## src/hw/capture_compare_pkg.sv

```systemverilog
// constants shared by the capture/compare/pwm control block
package capture_compare_pkg;

    // ****************************************
    // register offsets (byte addresses)
    // ****************************************
    localparam logic [7:0] OFS_MODE_CONTROL  = 8'h00; // unit_mode_control
    localparam logic [7:0] OFS_VALUE_LOW     = 8'h04; // capture_value_low
    localparam logic [7:0] OFS_VALUE_HIGH    = 8'h08; // capture_value_high
    localparam logic [7:0] OFS_EVENT_STATUS  = 8'h0C; // event_flag

    // ****************************************
    // field layout and reset values
    // ****************************************
    localparam int         MODE_LSB          = 0;     // mode_select_field
    localparam int         DUTY_LSB          = 4;     // duty_low_bits
    localparam int         CONFIG_BIT        = 7;     // output_config_bit
    localparam int         FLAG_BIT          = 0;     // event flag position
    localparam logic [7:0] MODE_CONTROL_MASK = 8'hBF; // bit 6 unimplemented
    localparam logic [7:0] MODE_CONTROL_RST  = 8'h00;
    localparam logic [7:0] VALUE_RST         = 8'h00;

    // ****************************************
    // mode codes and groups
    // ****************************************
    localparam logic [3:0] MODE_OFF          = 4'h0;
    localparam logic [3:0] MODE_CMP_TOGGLE   = 4'h2;
    localparam logic [3:0] MODE_CMP_SET      = 4'h8;
    localparam logic [3:0] MODE_CMP_CLEAR    = 4'h9;
    localparam logic [3:0] MODE_CMP_SOFT     = 4'hA;
    localparam logic [3:0] MODE_CMP_SPECIAL  = 4'hB;
    localparam logic [1:0] GROUP_CAPTURE     = 2'h1;
    localparam logic [1:0] GROUP_PWM         = 2'h3;
    localparam logic [1:0] CAP_FALL          = 2'h0;
    localparam logic [1:0] CAP_RISE          = 2'h1;
    localparam logic [1:0] CAP_RISE_4        = 2'h2;
    localparam logic [3:0] PRESCALE_LAST_4   = 4'h3;  // 4th rising edge
    localparam logic [3:0] PRESCALE_LAST_16  = 4'hF;  // 16th rising edge

endpackage

```

## src/hw/capture_event_detect.sv

```systemverilog
// pin synchroniser, edge detector and capture prescaler
`timescale 1ns/1ps

module capture_event_detect
    import capture_compare_pkg::*;
(
    input  wire logic       pclk,
    input  wire logic       presetn,
    input  wire logic       event_pin_in,      // pad level, asynchronous
    input  wire logic [3:0] mode_select_field,
    output logic            capture_pulse      // one cycle per capture
);

    // ****************************************
    // synchroniser and edge history
    // ****************************************
    logic       sync_meta;   // first stage, read only by sync_level
    logic       sync_level;  // second stage
    logic       level_prev;  // history for edge detection
    logic [3:0] edge_count;  // rising edge prescaler

    wire        rise_seen  = sync_level & ~level_prev;
    wire        fall_seen  = ~sync_level & level_prev;
    wire        in_capture = mode_select_field[3:2] == GROUP_CAPTURE;
    wire [1:0]  sub_mode   = mode_select_field[1:0];
    wire [3:0]  last_count = (sub_mode == CAP_RISE_4) ? PRESCALE_LAST_4
                                                      : PRESCALE_LAST_16;
    wire        at_last    = edge_count == last_count;
    // edge choice per capture sub mode
    wire        hit        = (sub_mode == CAP_FALL)   ? fall_seen :
                             (sub_mode == CAP_RISE)   ? rise_seen :
                             (rise_seen & at_last);
    wire [3:0]  next_count = at_last ? 4'h0 : edge_count + 4'h1;

    // two flops before any logic looks at the pin; a port write that
    // flips a driven pin reaches here like any outside edge
    always_ff @(posedge pclk or negedge presetn) begin
        if (!presetn) begin
            sync_meta  <= 1'b0;
            sync_level <= 1'b0;
            level_prev <= 1'b0;
        end else begin
            sync_meta  <= event_pin_in;
            sync_level <= sync_meta;
            level_prev <= sync_level;
        end
    end

    // prescaler: cleared outside capture, kept across sub mode changes
    always_ff @(posedge pclk or negedge presetn) begin
        if (!presetn) begin
            edge_count <= 4'h0;
        end else if (!in_capture) begin
            edge_count <= 4'h0;
        end else if (rise_seen) begin
            edge_count <= next_count;
        end
    end

    // registered capture strobe
    always_ff @(posedge pclk or negedge presetn) begin
        if (!presetn) begin
            capture_pulse <= 1'b0;
        end else begin
            capture_pulse <= in_capture & hit;
        end
    end

endmodule

```

## src/hw/enhanced_capture_compare_pwm_ctrl.sv

```systemverilog
// capture/compare/pwm control block with apb register access
`timescale 1ns/1ps

// Operation
// capture/compare use first timer, pwm second
// mode 0000 turns unit off, resets state
// capture falling, rising, 4th, 16th rising
// 0010 toggles pin on match, sets flag
// 1000 drives high, 1001 low, set flag
// 1010 sets flag only, pin untouched
// 1011 flags, resets timer, starts conversion
// 1100-1111 pwm with four polarity pairs
// software avoids reserved codes 0001, 0011
// non-pwm ignores config bit, secondary free
// pwm single or half-bridge by config bit
// duty low bits extend value to ten
// capture copies full first timer count
// flag set per capture, software clears
// new capture overwrites unread value
// software makes pin input for capture
// port write on driven pin may capture
// bit 6 reads zero, resets zero
// prescaler cleared by reset, off, non-capture
// software keeps first timer synchronous
// pin synchronised, one capture per edge
module enhanced_capture_compare_pwm_ctrl
    import capture_compare_pkg::*;
(
    input  wire logic        pclk,
    input  wire logic        presetn,
    input  wire logic [7:0]  paddr,
    input  wire logic        psel,
    input  wire logic        penable,
    input  wire logic        pwrite,
    input  wire logic [31:0] pwdata,
    output logic      [31:0] prdata,
    output logic             pready,
    output logic             pslverr,
    input  wire logic        event_pin_in,
    input  wire logic [15:0] first_timer_count,
    input  wire logic [9:0]  second_timer_count,
    input  wire logic        adc_enabled,
    output logic             primary_out,
    output logic             primary_oe_n,
    output logic             secondary_out,
    output logic             secondary_oe_n,
    output logic             timer_reset,
    output logic             adc_start,
    output logic             event_flag
);

    // ****************************************
    // registers and state
    // ****************************************
    logic [7:0] unit_mode_control;   // control register
    logic [7:0] capture_value_low;   // value low byte
    logic [7:0] capture_value_high;  // value high byte
    logic       compare_latch;       // compare output latch
    logic       match_prev;          // match history, one hit per match
    logic       capture_pulse;       // from the edge detector
    logic       pwm_primary;         // pwm levels
    logic       pwm_secondary;

    // ****************************************
    // field decode
    // ****************************************
    wire [3:0] mode_select_field = unit_mode_control[MODE_LSB +: 4];
    wire [1:0] duty_low_bits     = unit_mode_control[DUTY_LSB +: 2];
    wire       output_config_bit = unit_mode_control[CONFIG_BIT];
    wire [1:0] mode_group        = mode_select_field[3:2];
    wire       unit_off          = mode_select_field == MODE_OFF;
    wire       pwm_mode          = mode_group == GROUP_PWM;
    // compare codes: 0010 and 1000..1011
    wire       compare_mode      = mode_select_field == MODE_CMP_TOGGLE
                                 | mode_group == 2'h2;
    // pins driven by compare: toggle, set, clear only
    wire       compare_drives    = mode_select_field == MODE_CMP_TOGGLE
                                 | mode_select_field == MODE_CMP_SET
                                 | mode_select_field == MODE_CMP_CLEAR;
    wire [15:0] stored_value     = {capture_value_high, capture_value_low};

    // ****************************************
    // compare match against the first timer
    // ****************************************
    wire timer_equal  = first_timer_count == stored_value;
    // one event per match; a held match does not retoggle
    wire match_event  = compare_mode & timer_equal & ~match_prev;
    wire special_hit  = match_event &
                        (mode_select_field == MODE_CMP_SPECIAL);

    // ****************************************
    // apb decode
    // ****************************************
    wire setup_phase  = psel & ~penable;
    wire access_done  = psel & penable & pready;
    wire wr_done      = access_done & pwrite;
    wire hit_control  = paddr == OFS_MODE_CONTROL;
    wire hit_low      = paddr == OFS_VALUE_LOW;
    wire hit_high     = paddr == OFS_VALUE_HIGH;
    wire hit_status   = paddr == OFS_EVENT_STATUS;
    wire addr_mapped  = hit_control | hit_low | hit_high | hit_status;
    wire wr_control   = wr_done & hit_control;
    wire wr_low       = wr_done & hit_low;
    wire wr_high      = wr_done & hit_high;
    wire clear_flag   = wr_done & hit_status & pwdata[FLAG_BIT];
    wire set_flag     = capture_pulse | match_event;

    // read data mux, unused bits zero
    wire [7:0] read_byte =
        hit_control ? (unit_mode_control & MODE_CONTROL_MASK) :
        hit_low     ? capture_value_low  :
        hit_high    ? capture_value_high :
        hit_status  ? {7'h00, event_flag} : 8'h00;

    // ****************************************
    // next values
    // ****************************************
    wire [7:0] next_control = pwdata[7:0] & MODE_CONTROL_MASK;
    // capture wins over a software write in the same cycle
    wire [7:0] next_low  = capture_pulse ? first_timer_count[7:0]
                                         : pwdata[7:0];
    wire [7:0] next_high = capture_pulse ? first_timer_count[15:8]
                                         : pwdata[7:0];
    // compare latch action per mode
    wire next_latch =
        (mode_select_field == MODE_CMP_TOGGLE) ? ~compare_latch :
        (mode_select_field == MODE_CMP_SET)    ? 1'b1 :
        (mode_select_field == MODE_CMP_CLEAR)  ? 1'b0 :
                                                 compare_latch;
    // pin levels and enables per mode group
    wire next_primary_out   = pwm_mode ? pwm_primary : compare_latch;
    wire next_primary_oe_n  = ~(pwm_mode | compare_drives);
    // outside pwm the secondary pin is left to the port
    wire next_second_oe_n   = ~(pwm_mode & output_config_bit);

    // ****************************************
    // capture event source
    // ****************************************
    capture_event_detect u_capture_event_detect (
        .pclk              (pclk),
        .presetn           (presetn),
        .event_pin_in      (event_pin_in),
        .mode_select_field (mode_select_field),
        .capture_pulse     (capture_pulse)
    );

    // ****************************************
    // pwm stage on the second timer
    // ****************************************
    pwm_output_stage #(
        .DUTY_WIDTH (10)
    ) u_pwm_output_stage (
        .pclk            (pclk),
        .presetn         (presetn),
        .pwm_enable      (pwm_mode),
        .half_bridge     (output_config_bit),
        .polarity        (mode_select_field[1:0]),
        .duty            ({capture_value_low, duty_low_bits}),
        .timebase        (second_timer_count),
        .primary_level   (pwm_primary),
        .secondary_level (pwm_secondary)
    );

    // ****************************************
    // register file
    // ****************************************
    // control register, bit 6 never stored
    always_ff @(posedge pclk or negedge presetn) begin
        if (!presetn) begin
            unit_mode_control <= MODE_CONTROL_RST;
        end else if (wr_control) begin
            unit_mode_control <= next_control;
        end
    end

    // value pair; capture loads the whole count at once
    always_ff @(posedge pclk or negedge presetn) begin
        if (!presetn) begin
            capture_value_low  <= VALUE_RST;
            capture_value_high <= VALUE_RST;
        end else begin
            if (capture_pulse | wr_low) begin
                capture_value_low  <= next_low;
            end
            if (capture_pulse | wr_high) begin
                capture_value_high <= next_high;
            end
        end
    end

    // sticky flag, a new event beats a same-cycle clear
    always_ff @(posedge pclk or negedge presetn) begin
        if (!presetn) begin
            event_flag <= 1'b0;
        end else if (set_flag) begin
            event_flag <= 1'b1;
        end else if (clear_flag) begin
            event_flag <= 1'b0;
        end
    end

    // ****************************************
    // apb answer: zero wait, ready in first access cycle
    // ****************************************
    always_ff @(posedge pclk or negedge presetn) begin
        if (!presetn) begin
            pready  <= 1'b0;
            pslverr <= 1'b0;
            prdata  <= 32'h0000_0000;
        end else begin
            pready  <= setup_phase;
            pslverr <= setup_phase & ~addr_mapped;
            prdata  <= setup_phase ? {24'h00_0000, read_byte}
                                   : 32'h0000_0000;
        end
    end

    // ****************************************
    // compare state; off clears it
    // ****************************************
    always_ff @(posedge pclk or negedge presetn) begin
        if (!presetn) begin
            compare_latch <= 1'b0;
            match_prev    <= 1'b0;
        end else if (unit_off) begin
            compare_latch <= 1'b0;
            match_prev    <= 1'b0;
        end else begin
            match_prev    <= compare_mode & timer_equal;
            if (match_event) begin
                compare_latch <= next_latch;
            end
        end
    end

    // ****************************************
    // pins and trigger pulses
    // ****************************************
    always_ff @(posedge pclk or negedge presetn) begin
        if (!presetn) begin
            primary_out    <= 1'b0;
            primary_oe_n   <= 1'b1;
            secondary_out  <= 1'b0;
            secondary_oe_n <= 1'b1;
            timer_reset    <= 1'b0;
            adc_start      <= 1'b0;
        end else begin
            primary_out    <= next_primary_out;
            primary_oe_n   <= next_primary_oe_n;
            secondary_out  <= pwm_secondary;
            secondary_oe_n <= next_second_oe_n;
            timer_reset    <= special_hit;
            adc_start      <= special_hit & adc_enabled;
        end
    end

    // ****************************************
    // assertions
    // ****************************************
    unmapped_error_a : assert property (@(posedge pclk) disable iff (!presetn)
        setup_phase && !addr_mapped |=> pready && pslverr)
        else $error("unmapped address not refused");
    bit_six_zero_a : assert property (@(posedge pclk) disable iff (!presetn)
        !unit_mode_control[6])
        else $error("control bit 6 stored");
    flag_on_capture_a : assert property (@(posedge pclk) disable iff (!presetn)
        capture_pulse |=> event_flag)
        else $error("capture did not set flag");
    flag_sticky_a : assert property (@(posedge pclk) disable iff (!presetn)
        event_flag && !clear_flag |=> event_flag)
        else $error("flag dropped without clear");
    capture_value_a : assert property (@(posedge pclk) disable iff (!presetn)
        capture_pulse |=> stored_value == $past(first_timer_count))
        else $error("captured value wrong");
    off_clears_latch_a : assert property (@(posedge pclk)
        disable iff (!presetn)
        unit_off |=> !compare_latch)
        else $error("latch kept while off");
    adc_start_cause_a : assert property (@(posedge pclk)
        disable iff (!presetn)
        adc_start |-> timer_reset && $past(adc_enabled))
        else $error("conversion start without cause");
    soft_pin_free_a : assert property (@(posedge pclk) disable iff (!presetn)
        mode_select_field == MODE_CMP_SOFT ##1
        mode_select_field == MODE_CMP_SOFT |-> primary_oe_n)
        else $error("pin driven in flag-only mode");
    second_port_a : assert property (@(posedge pclk) disable iff (!presetn)
        !pwm_mode ##1 !pwm_mode |-> secondary_oe_n)
        else $error("secondary driven outside pwm");
    toggle_match_a : assert property (@(posedge pclk) disable iff (!presetn)
        match_event && mode_select_field == MODE_CMP_TOGGLE
        |=> compare_latch != $past(compare_latch))
        else $error("toggle missed");

    capture_seen_c : cover property (@(posedge pclk) disable iff (!presetn)
        capture_pulse);
    special_seen_c : cover property (@(posedge pclk) disable iff (!presetn)
        adc_start);
    set_clear_c : cover property (@(posedge pclk) disable iff (!presetn)
        set_flag && clear_flag);
    bridge_seen_c : cover property (@(posedge pclk) disable iff (!presetn)
        !secondary_oe_n && secondary_out);

endmodule

```

## src/hw/pwm_output_stage.sv

```systemverilog
// duty comparison and output polarity for pwm modes
`timescale 1ns/1ps

module pwm_output_stage #(
    parameter int DUTY_WIDTH = 10
) (
    input  wire logic                  pclk,
    input  wire logic                  presetn,
    input  wire logic                  pwm_enable,     // pwm mode selected
    input  wire logic                  half_bridge,    // output_config_bit
    input  wire logic [1:0]            polarity,       // mode bits 1:0
    input  wire logic [DUTY_WIDTH-1:0] duty,
    input  wire logic [DUTY_WIDTH-1:0] timebase,       // second timer
    output logic                       primary_level,
    output logic                       secondary_level
);

    // ****************************************
    // parameter check
    // ****************************************
    if (DUTY_WIDTH < 3) begin : g_width_check
        $error("duty width too small");
    end

    // high while the second timer is below the duty value
    wire active = timebase < duty;

    // registered levels; polarity bit 1 inverts the primary, bit 0 the secondary.
    // dead band is not timed here, the pair is complementary only for polarity 00 and 11
    always_ff @(posedge pclk or negedge presetn) begin
        if (!presetn) begin
            primary_level   <= 1'b0;
            secondary_level <= 1'b0;
        end else if (!pwm_enable) begin
            primary_level   <= 1'b0;
            secondary_level <= 1'b0;
        end else begin
            primary_level   <= active ^ polarity[1];
            secondary_level <= half_bridge &
                               (~active ^ polarity[0]);
        end
    end

endmodule

```

## config.mk

```make
export PLATFORM = sky130hd
export DESIGN_NAME = enhanced_capture_compare_pwm_ctrl
export DESIGN_NICKNAME = d
export VERILOG_FILES = /design/src/hw/capture_compare_pkg.sv /design/src/hw/capture_event_detect.sv /design/src/hw/enhanced_capture_compare_pwm_ctrl.sv /design/src/hw/pwm_output_stage.sv
export SDC_FILE = /design/constraint.sdc
export NUM_CORES = 1
export LEC_CHECK = 0
export BUFFER_PORTS_ARGS = -buffer_cell sky130_fd_sc_hd__buf_2
export CAP_MARGIN = 10
export CORE_UTILIZATION = 42
export DETAILED_ROUTE_END_ITERATION = 8
export GPL_ROUTABILITY_DRIVEN = 0
export PLACE_DENSITY_LB_ADDON = 0.25
export SLEW_MARGIN = 15
export SYNTH_ARGS = -nofsm -noshare
export SYNTH_HDL_FRONTEND = slang
export SYNTH_SLANG_ARGS = --single-unit
```

## constraint.sdc

```tcl
create_clock -name pclk -period 2.55 [get_ports pclk]
set_input_delay 0 -clock pclk [delete_from_list [all_inputs] [get_ports pclk]]
set_output_delay 0 -clock pclk [all_outputs]
set_load 0.05 [all_outputs]
```

# After elaboration in Yosys (flattened, before gate mapping)
# Index checks and enable logic that the tools add are counted.
# word_totals
regBits	52
input_bits	73
output_inout_bits	41
wordCells	111
# op_classes
n_addsub	1
order_cmp	1
eq_ne	15
muxes	24
n_bitwise	41
n_reduce_logical	7
# ops
op	count
2-to-1 mux 8 bit	6
bitwise AND 1 bit	20
== test 16 bit	1
== test 8 x 4 -> 1 bit (second input constant)	2
2-to-1 mux 4 bit	4
2-to-1 mux 1 bit	14
== test 4 bit (second input constant)	3
less-than comparator 10 bit	1
OR 1 bit	10
NOT 1 bit	9
== test 8 x 3 -> 1 bit (second input constant)	1
logical NOT 8 bit	1
== test 2 bit (second input constant)	3
adder 4 x 1 -> 4 bit (second input constant)	1
== test 2 x 1 -> 1 bit (second input constant)	2
== test 4 x 2 -> 1 bit (second input constant)	1
== test 4 bit	1
logical NOT 4 bit	1
nonzero test 2 bit	2
nonzero test 4 bit	1
logical NOT 2 bit	1
inequality test 2 x 1 -> 1 bit (second input constant)	1
AND reduction 2 bit	1
bitwise XOR 1 bit	2

# Depth between registers and ports, before layout
# Gate-level depths: netlist of run 1.
# logic_depth
word_depth	7
ltp_mapped	8
depth_no_buf	8

# Modules after synthesis
# Synthesis of run 1 repeated with hierarchy kept, for this count alone.
# hier_totals
hier_cells	298
area_unflattened_um2	3020.4
# by_module_without_submodules
mod	instances	cells_per_inst	area_each_um2	seq_area_each_um2
enhanced_capture_compare_pwm_ctrl	1	219	2303.5	1053.5
capture_event_detect	1	39	392.9	200.2
pwm_output_stage	1	40	324.1	50.0

# Worst setup path before layout of run 1
# No wires, ideal clock.
# synth_path
kind	register -> register
start	register capture_value_low[1]
end	register u_pwm_output_stage.primary_level
setup_time_ps	119
arrival_ps	1706
t_required_ps	2431
setup_slack_ps	726
path_stages_with_launch	9
path_buffers	0
synth_period_minus_slack_ps	1824
path_cell_list	dfrtp_1 inv_1 ha_1 a21o_1 a21oi_1 o221ai_1 a221oi_1 xnor2_1 nor2_1
# synth_via
elab_chain_cells	3
# synth_lines
item	line_no	source
from (decl)	enhanced_capture_compare_pwm_ctrl.sv:56	logic [7:0] capture_value_low;
from (signal assigned)	enhanced_capture_compare_pwm_ctrl.sv:183	capture_value_low <= next_low;
less-than comparator 10 bit	pwm_output_stage.sv:26	wire active = timebase < duty;
bitwise XOR 1 bit	pwm_output_stage.sv:38	primary_level <= active ^ polarity[1];
2-to-1 mux 1 bit	pwm_output_stage.sv:34	end else if (!pwm_enable) begin
to (signal assigned)	pwm_output_stage.sv:38	
to (decl)	pwm_output_stage.sv:14	output logic primary_level,
# Every way passes these cells.
# A chain may end at the register's enable or synchronous reset.

# Worst setup path after layout of run 1
# Ends and elaborated chain as after synthesis.

==> out/metrics.cfg, run 1 <==
[run_status]
status=completed

[logic_synthesis]
synth_top_area_cell=dfrtp_1
ys_ff_latch=52
syn-instance-count=293
seq_area_frac_synth_pct=44.7
ys_top_cells_by_area=dfrtp_1, mux2i_1, buf_4
ys_warn_count=0
yosys.area.top_type_share_pct=42.9
syn_avg_cell_area_um2=9.96
synth_cell_types=46
synth_area_mm2=0.00292

[die]
num_io_pins=114
core_area_mm2=0.00676
chipWidth_um=85.4
die_y_um=85.4
start_util_pct=43.2
die_area_mm2=0.00728
core.rowCount=30

[grt]
grt_pass1_wl_mm=10.8
grt_overflow_total=0
grt_max_degree=40
grt_pass1_vias=2243
grt_usage_pct=19.2
grt_antenna_before_repair=0

[route]
drtPass1Iterations=4
wl_per_cell_um=14.2
finalWirelength_mm=6.59
ant_nets=0
drt_iter0_markers=109
vias=2351
drc_errors=0
via_per_inst=5.05

[timing]
relSlewSlack_pct=39.9
finalSetupViolCount=0
clock.fmax_mhz=478
finalCritPeriodShare_pct=82.0
setup_ws_ps=458
timing.setup.tns_ps=0
rsz0062_at_grt=no
maxSlewViolCount=0
worst_hold_slack_ps=2.19
skew_ps=5.72
worstMarginPinSlew_ps=901
fin_crit_ps=2090
final_hold_viol_count=0

[cts]
clkLatencyLatePin_ps=310
clockBufferDepth=2
cts.sinks=52
clock_tree.htree_level_count=2
cts_tree=yes
cts_buffers=5
cts.clk_slew.worst_paths_ps=90
cts-root-buf=clkbuf_8
cts_setup_buffers=0

[setup_path]
r2r_cells=8
critPathMaxFanout=3
path_class=flop to flop
end_kind=flop
critPathArrivalTime_ps=2290
required_ps=2750
start_kind=flop

[place]
preCtsSetupSlack_ps=428
port_buffers=65
dpl.hpwl_mm=4.82
postPlaceCellArea_mm2=0.00320

[layout]
area_growth_pct=23.5
final_cell_mix=buf_2, dfrtp_1, dlygate4sd3_1
final_common_cell=buf_2
drive_above_1_share_pct=22.8
final_cell_area_mm2=0.00360
fin_nets=468
diodes=0

[worst_hold_path]
hold_depth=3
hold_path_class=input port to flop

[run]
max-cap-violations=0

[power]
p_leak_nw=1.87
p_per_area_mw_per_mm2=473
ir_drop_mv=0.219

stage by stage:
step	utilization [%]	power [mW]	std cells
floorplan	-	1.03	316
global placement	47.4	1.09	430
detailed placement	47.4	1.09	430
CTS	53.4	1.72	466
global route	53.4	1.77	466
finish	53.4	1.70	466
kinds of logic (layout without fill, tap and decap cells):
family	Yosys count	after routing	share of synthesized area, %
and+or+nand+nor	86	86	14.7
DFF	52	52	44.7
AOI/OAI and AO/OA	51	51	10.2
buffers and inverters	49	119	10.5
muxes	26	26	10.2
xor gates and xnor gates	18	18	5.40
adders and majority gates	10	10	4.29
other	1	24	0.129
path summary, 6_finish.rpt:
kind                                               startpoint                               end  slack, ps
hold / removal                                      pwdata[6]              capture_value_low[6]          2
setup / recovery                         capture_value_low[1]  u_pwm_output_stage.primary_level        460
min in group asynchronous                             presetn                         adc_start        340
max in group asynchronous                             presetn              unit_mode_control[5]       1570
setup reg to reg                         capture_value_low[1]  u_pwm_output_stage.primary_level        460
hold reg to reg            u_pwm_output_stage.secondary_level                     secondary_out        360
cell type report:
class	instances	area, µm²
Clock buffer	6	82.6
Clock inverter	2	38.8
Fill cell	621	3150
Inverter	15	56.3
Multi-Input combinational cell	215	1400
Sequential cell	52	1300
Tap cell	80	100
Timing Repair Buffer	96	628
cells in the mapped netlist (all sizes together):
library cell,count
and2,3
a21o,3
a21oi,19
nor3b,1
clkbuf,4
nor2b,5
and4,2
or4,1
and3,1
buf,30
nand3,4
conb,1
o2111ai,1
nor3,9
mux2,8
or3,1
a41oi,1
o211a,1
nor2,21
nor4,4
and4b,1
a22oi,1
o221ai,1
a221oi,1
nand2,24
inv,15
o21ai,18
mux2i,18
nand2b,3
ha,10
or2,1
a211o,1
xor2,5
dfstp,2
o21a,1
xnor2,13
a2111oi,1
a31oi,2
nand4,5
dfrtp,50
worst max-delay path, stage by stage, from the launching register on:
cell and delay, ps:
dfrtp_1 400, inv_1 90, ha_1 290, a21o_1 160, a21oi_1 150, o221ai_1 120, a221oi_1 550, xnor2_1 180
nor2_1 50
flip-flops by register name (all words and copies together), names as in the netlist, 4 cells and up:
name and cells:
u_capture_event_detect.edge_count 4, prdata 8, capture_value_high 8, capture_value_low 8, unit_mode_control 7
layer usage:
layer	wire length, µm	part of all wire [%]	GRT usage (%)	vias to the layer above
met4	101	1.5	5.30	0
met1	3040	46	26.0	1099
met2	3090	47	31.8	95
met5	0	0	0	-
met3	368	5.6	3.40	10
li1	-	-	-	1147
what timing repair did:
action,CTS,global route
gates resized for setup,0,0
hold buffers,28,0
hold endpoints to repair,61,0
report_power, final:
part	leakage [nW]	switching, mW	internal, mW	total [mW]
clock network	0.0614	0.277	0.321	0.599
registers	0.710	0.00900	0.834	0.843
logic	1.10	0.169	0.0938	0.263
No activity file was read; power rests on OpenSTA's default activity.
==> run 2: changes to the inputs <==
Clock period 2.55 ns to 2 ns, I/O delays scaled along.
==> out/metrics.cfg, run 2 (same netlist as run 1, synthesis figures left out) <==
[die]
core.rowCount=30  ; unchanged
chipWidth_um=85.4  ; unchanged
num_io_pins=114  ; unchanged
core_area_mm2=0.00676  ; unchanged
die_area_mm2=0.00728  ; unchanged
start_util_pct=43.2  ; unchanged
die_y_um=85.4  ; unchanged

[cts]
cts.clk_slew.worst_paths_ps=100  ; was 90 ps
clkLatencyLatePin_ps=310  ; about the same
cts_tree=yes  ; unchanged
cts-root-buf=clkbuf_8  ; unchanged
cts.sinks=52  ; unchanged
clockBufferDepth=2  ; unchanged
cts_buffers=5  ; unchanged
clock_tree.htree_level_count=2  ; unchanged

[route]
vias=2371  ; was 2351
wl_per_cell_um=14.4  ; was 14.2 µm
finalWirelength_mm=6.76  ; was 6.59 mm
drt_iter0_markers=174  ; was 109
drtPass1Iterations=4  ; unchanged
drc_errors=0  ; unchanged
ant_nets=0  ; unchanged
via_per_inst=5.03  ; was 5.05

[power]
power_switching_share_pct=25.9  ; was 26.7%
internal-power_mw=1.69  ; was 1.25 mW
seqPwrFrac_pct=47.2  ; was 49.5%
p_comb_share_pct=15.2  ; was 15.4%
ir_drop_mv=0.269  ; was 0.219 mV
p_leak_nw=1.90  ; was 1.87 nW
p_per_area_mw_per_mm2=621  ; was 473 mW/mm²
p_sw_mw=0.589  ; was 0.455 mW
p_clk_share_pct=37.6  ; was 35.1%

[setup_path]
required_ps=2200  ; was 2750 ps
critPathMaxFanout=3  ; unchanged
path_class=flop to flop  ; unchanged
end_kind=flop  ; unchanged
critPathArrivalTime_ps=2080  ; was 2290 ps
reg2reg_setup_slack_ps=120  ; was 460 ps
start_kind=flop  ; unchanged

[timing]
skew_ps=10.6  ; was 5.72 ps
final_hold_viol_count=0  ; unchanged
rsz0062_at_grt=no  ; unchanged
relSlewSlack_pct=37.9  ; was 39.9%
finalCritPeriodShare_pct=94.2  ; was 82.0%
worstMarginPinSlew_ps=931  ; was 901 ps
clock.fmax_mhz=531  ; was 478 MHz
maxSlewViolCount=0  ; unchanged
finalSetupViolCount=0  ; unchanged
fin_crit_ps=1880  ; was 2090 ps
timing.setup.tns_ps=0  ; unchanged
worst_hold_slack_ps=9.60  ; was 2.19 ps

[worst_hold_path]
hold_path_class=input port to flop  ; unchanged

[layout]
largestRegisters=capture_value_high x8, capture_value_low x8, prdata x8  ; unchanged
final_cell_area_mm2=0.00367  ; was 0.00360 mm²
fin_nets=473  ; was 468
diodes=0  ; unchanged
final_cell_mix=buf_2, dfrtp_1, dlygate4sd3_1  ; unchanged
final_cells=471  ; was 466
final_common_cell=buf_2  ; unchanged
fin_util_pct=54.3  ; was 53.4%
area_growth_pct=25.7  ; was 23.5%
drive_above_1_share_pct=24.8  ; was 22.8%

[grt]
grt_max_degree=34  ; was 40
grt_antenna_before_repair=0  ; unchanged
grt_usage_pct=18.8  ; was 19.2%
grt_overflow_total=0  ; unchanged
grt_pass1_wl_mm=10.6  ; was 10.8 mm
grt_pass1_vias=2152  ; was 2243

[place]
postPlaceCellArea_mm2=0.00324  ; was 0.00320 mm²
port_buffers=65  ; unchanged
dpl.hpwl_mm=4.86  ; was 4.82 mm
dp_cells=435  ; was 430

[run_status]
status=completed  ; unchanged

[run]
max-cap-violations=0  ; unchanged

run 2: cell types whose count changed in the layout (fill, tap and decap cells not counted), sizes merged:
cell	delta
dlygate4sd3	-1
bufinv	+1
buf	+6
clkinv	-1
run 2: metrics by stage:
| step | worst slack [ps] | power, mW |
|---|---|---|
| floorplan | 176 | 1.32 |
| global placement | 113 | 1.39 |
| detailed placement | 37.1 | 1.39 |
| CTS | 23.4 | 2.29 |
| global route | 39.3 | 2.37 |
| finish | 117 | 2.28 |
run 2: worst paths after layout:
kind	startpoint	end	cells after the start
setup reg to reg	capture_value_low[1]	u_pwm_output_stage.secondary_level	9
hold reg to reg	u_capture_event_detect.sync_meta	u_capture_event_detect.sync_level	0
min in group asynchronous	presetn	u_capture_event_detect.edge_count[3]	2
max in group asynchronous	presetn	secondary_oe_n	3
setup / recovery	capture_value_low[1]	u_pwm_output_stage.secondary_level	9
hold / removal	pwdata[0]	unit_mode_control[0]	2
run 2: power groups by stage:
stage | clock (mW) | combinational [mW] | sequential [mW]
detailed placement | 0 | 0.300 | 1.09
floorplan | 0 | 0.214 | 1.10
global route | 0.919 | 0.374 | 1.08
finish | 0.856 | 0.346 | 1.07
CTS | 0.873 | 0.341 | 1.07
global placement | 0 | 0.296 | 1.09
run 2: area by class of cell:
type                       count  area, µm²
clock buffer                   6       72.6
clock inverter                 2       60.1
fill                         632       3090
inverter                      15       56.3
multi-input combinational    215       1410
sequential                    52       1300
tap                           80        100
timing repair buffer         101        663
run 2: repair_timing:
action | 4_1_cts | 5_1_grt
endpoints found under the setup margin | 0 | 2
hold buffers | 27 | 0
resized for setup | 0 | 4
setup buffers | 0 | 1
hold endpoints to repair | 51 | 0
run 2: per-layer routing:
metal | track usage (%) | part of all wire (%)
met5 | 0 | 0
met4 | 4.09 | 0.52
met3 | 3.11 | 5.7
met2 | 31.2 | 48
met1 | 26.0 | 46
run 2: critical path: stages, from the launching register on:
cell,delay [ps]
dfrtp_1,400
inv_2,60
ha_1,290
a21o_1,170
a21oi_2,160
o221ai_2,130
a221oi_2,240
buf_4,160
xnor2_1,100
nor2_1,60
==> run 3: changes to the inputs <==
Settings changed: PLACE_DENSITY set to 0.7, PLACE_DENSITY_LB_ADDON 0.25 to not set, SKIP_LAST_GASP set to 1.
==> out/metrics.cfg, run 3 (same netlist as run 1, synthesis figures left out) <==
[run_status]
status=complete, but fails checks  ; was completed
violations=DRC

[setup_path]
crit_path_frequent_cell=buf_4
r2r_end=adc_start  ; was u_pwm_output_stage.secondary_level
critPathMaxFanout=5  ; was 3
critPathArrivalTime_ps=2240  ; was 2080 ps
end_kind=flop  ; unchanged
worstPathCellList=buf_4, buf_4, xor2_1, nor4_1, and4b_1, and4_1, and2_1  ; was inv_2, ha_1, a21o_1, a21oi_2, o221ai_2, a221oi_2, buf_4, xnor2_1, nor2_1
path_class=flop to flop  ; unchanged
start_kind=flop  ; unchanged
reg2reg_setup_slack_ps=20  ; was 120 ps
r2r-start=capture_value_low[1]  ; unchanged
r2r_cells=7  ; was 9
slowest_stage=dfrtp_1  ; unchanged
setup.worst_path.start=capture_value_low[1]  ; unchanged
required_ps=2250  ; was 2200 ps
slowest_delay_ps=400  ; about the same

[cts]
clkLatencyLatePin_ps=310  ; about the same
cts_buffers=5  ; unchanged
clockBufferDepth=2  ; unchanged
clock_tree.htree_level_count=2  ; unchanged
cts-root-buf=clkbuf_8  ; unchanged
cts.sinks=52  ; unchanged
cts.clk_slew.worst_paths_ps=100  ; about the same
cts_tree=yes  ; unchanged

[layout]
fin_nets=474  ; was 473
drive_above_1_share_pct=24.7  ; was 24.8%
area_growth_pct=24.2  ; was 25.7%
largestRegisters=capture_value_high x8, capture_value_low x8, prdata x8  ; unchanged
multi_input_area_mm2=0.00140  ; was 0.00141 mm²
ff_latch_area_mm2=0.00130  ; unchanged
final_cell_mix=buf_2, dfrtp_1, dlygate4sd3_1  ; unchanged
final_cell_area_mm2=0.00362  ; was 0.00367 mm²
final_common_cell=buf_2  ; unchanged
n_fill_cell=630  ; was 632
diodes=0  ; unchanged
final_cells=472  ; was 471

[grt]
grt_pass1_vias=2159  ; was 2152
grt_overflow_total=0  ; unchanged
grt_usage_pct=18.6  ; was 18.8%
grt_pass1_wl_mm=10.5  ; was 10.6 mm
grt_antenna_before_repair=0  ; unchanged
grt_max_degree=53  ; was 34

[place]
dp_cells=434  ; was 435
port_buffers=65  ; unchanged
postPlaceCellArea_mm2=0.00323  ; was 0.00324 mm²
dpl.hpwl_mm=4.72  ; was 4.86 mm

[die]
start_util_pct=43.2  ; unchanged
core_area_mm2=0.00676  ; unchanged
die_area_mm2=0.00728  ; unchanged
chipWidth_um=85.4  ; unchanged
num_io_pins=114  ; unchanged
die_y_um=85.4  ; unchanged
core.rowCount=30  ; unchanged

[timing]
fin_crit_ps=1980  ; was 1880 ps
maxSlewViolCount=0  ; unchanged
skew_ps=9.08  ; was 10.6 ps
worstMarginPinSlew_ps=875  ; was 931 ps
finalSetupViolCount=0  ; unchanged
timing.setup.tns_ps=0  ; unchanged
finalCritPeriodShare_pct=99.2  ; was 94.2%
worst_hold_slack_ps=9.46  ; was 9.60 ps
clock.fmax_mhz=504  ; was 531 MHz
final_hold_viol_count=0  ; unchanged
relSlewSlack_pct=41.7  ; was 37.9%

[power]
p_per_area_mw_per_mm2=561  ; was 621 mW/mm²
p_comb_share_pct=16.8  ; was 15.2%
internal-power_mw=1.44  ; was 1.69 mW
power_switching_share_pct=29.3  ; was 25.9%
ir_drop_mv=0.317  ; was 0.269 mV
p_sw_mw=0.596  ; was 0.589 mW
p_leak_nw=1.89  ; was 1.90 nW
seqPwrFrac_pct=52.8  ; was 47.2%
p_clk_share_pct=30.3  ; was 37.6%

[run]
max-cap-violations=0  ; unchanged

[worst_hold_path]
hold_depth=3  ; was 2
hold_path_startpoint=pwdata[6]  ; was pwdata[0]
hold_path_class=input port to flop  ; unchanged
min_to=capture_value_low[6]  ; was unit_mode_control[0]

[route]
drc_errors=3  ; was 0
drt_iter0_markers=165  ; was 174
vias=2356  ; was 2371
finalWirelength_mm=6.54  ; was 6.76 mm
via_per_inst=4.99  ; was 5.03
drtPass1Iterations=6  ; was 4
wl_per_cell_um=13.9  ; was 14.4 µm
ant_nets=0  ; unchanged

[run 3: repair_timing]
action / 4_1_cts / 5_1_grt
hold buffers: 27 / 0
buffers inserted: 0 / 3
endpoints found under the setup margin: 0 / 2
resized for setup: 0 / 2
hold endpoints to repair: 75 / 0
[run 3: layout make-up]
type                            instances  area share, %
Multi-Input combinational cell        215           38.7
Clock buffer                            5           1.90
Inverter                               15           1.55
Timing Repair Buffer                  102           18.5
Sequential cell                        52           36.0
Tap cell                               80           2.76
Clock inverter                          3          0.622
[run 3: critical path, delay by kind of cell, from the launching register on]
kind | cells | cell delay [ps]
flip-flops | 1 | 400
buffers and inverters | 2 | 260
AND/OR/NAND/NOR | 4 | 1100
XOR/XNOR | 1 | 160
[run 3: worst max-delay path by stage]
stage                                          to  slack, ps
6_report                                adc_start         20
5_1_grt                                 adc_start        -60
4_1_cts        u_pwm_output_stage.secondary_level         60
3_5_place_dp   u_pwm_output_stage.secondary_level         70
3_3_place_gp     u_pwm_output_stage.primary_level        120
2_1_floorplan    u_pwm_output_stage.primary_level        180
[run 3: per-stage QoR]
step           worst slack (ps)  power [mW]  utilization (%)
2_1_floorplan               176        1.32                -
6_report                   15.4        2.03             53.6
3_3_place_gp                123        1.39             47.9
3_5_place_dp               68.1        1.39             47.9
5_1_grt                   -57.9        2.12             53.6
4_1_cts                    57.2        2.04             53.2
[run 3: power by group through the flow]
stage / Combinational [mW] / Clock (mW) / Sequential (mW)
finish: 0.342 / 0.616 / 1.07
detailed placement: 0.297 / 0 / 1.09
floorplan: 0.214 / 0 / 1.10
global route: 0.372 / 0.675 / 1.08
CTS: 0.338 / 0.631 / 1.07
global placement: 0.293 / 0 / 1.09
[run 3: layer usage]
| layer | GRT usage [%] | part of all wire (%) |
|---|---|---|
| met1 | 25.5 | 45 |
| met2 | 30.4 | 47 |
| met3 | 2.72 | 5.6 |
| met4 | 6.36 | 2.2 |
| met5 | 0 | 0 |
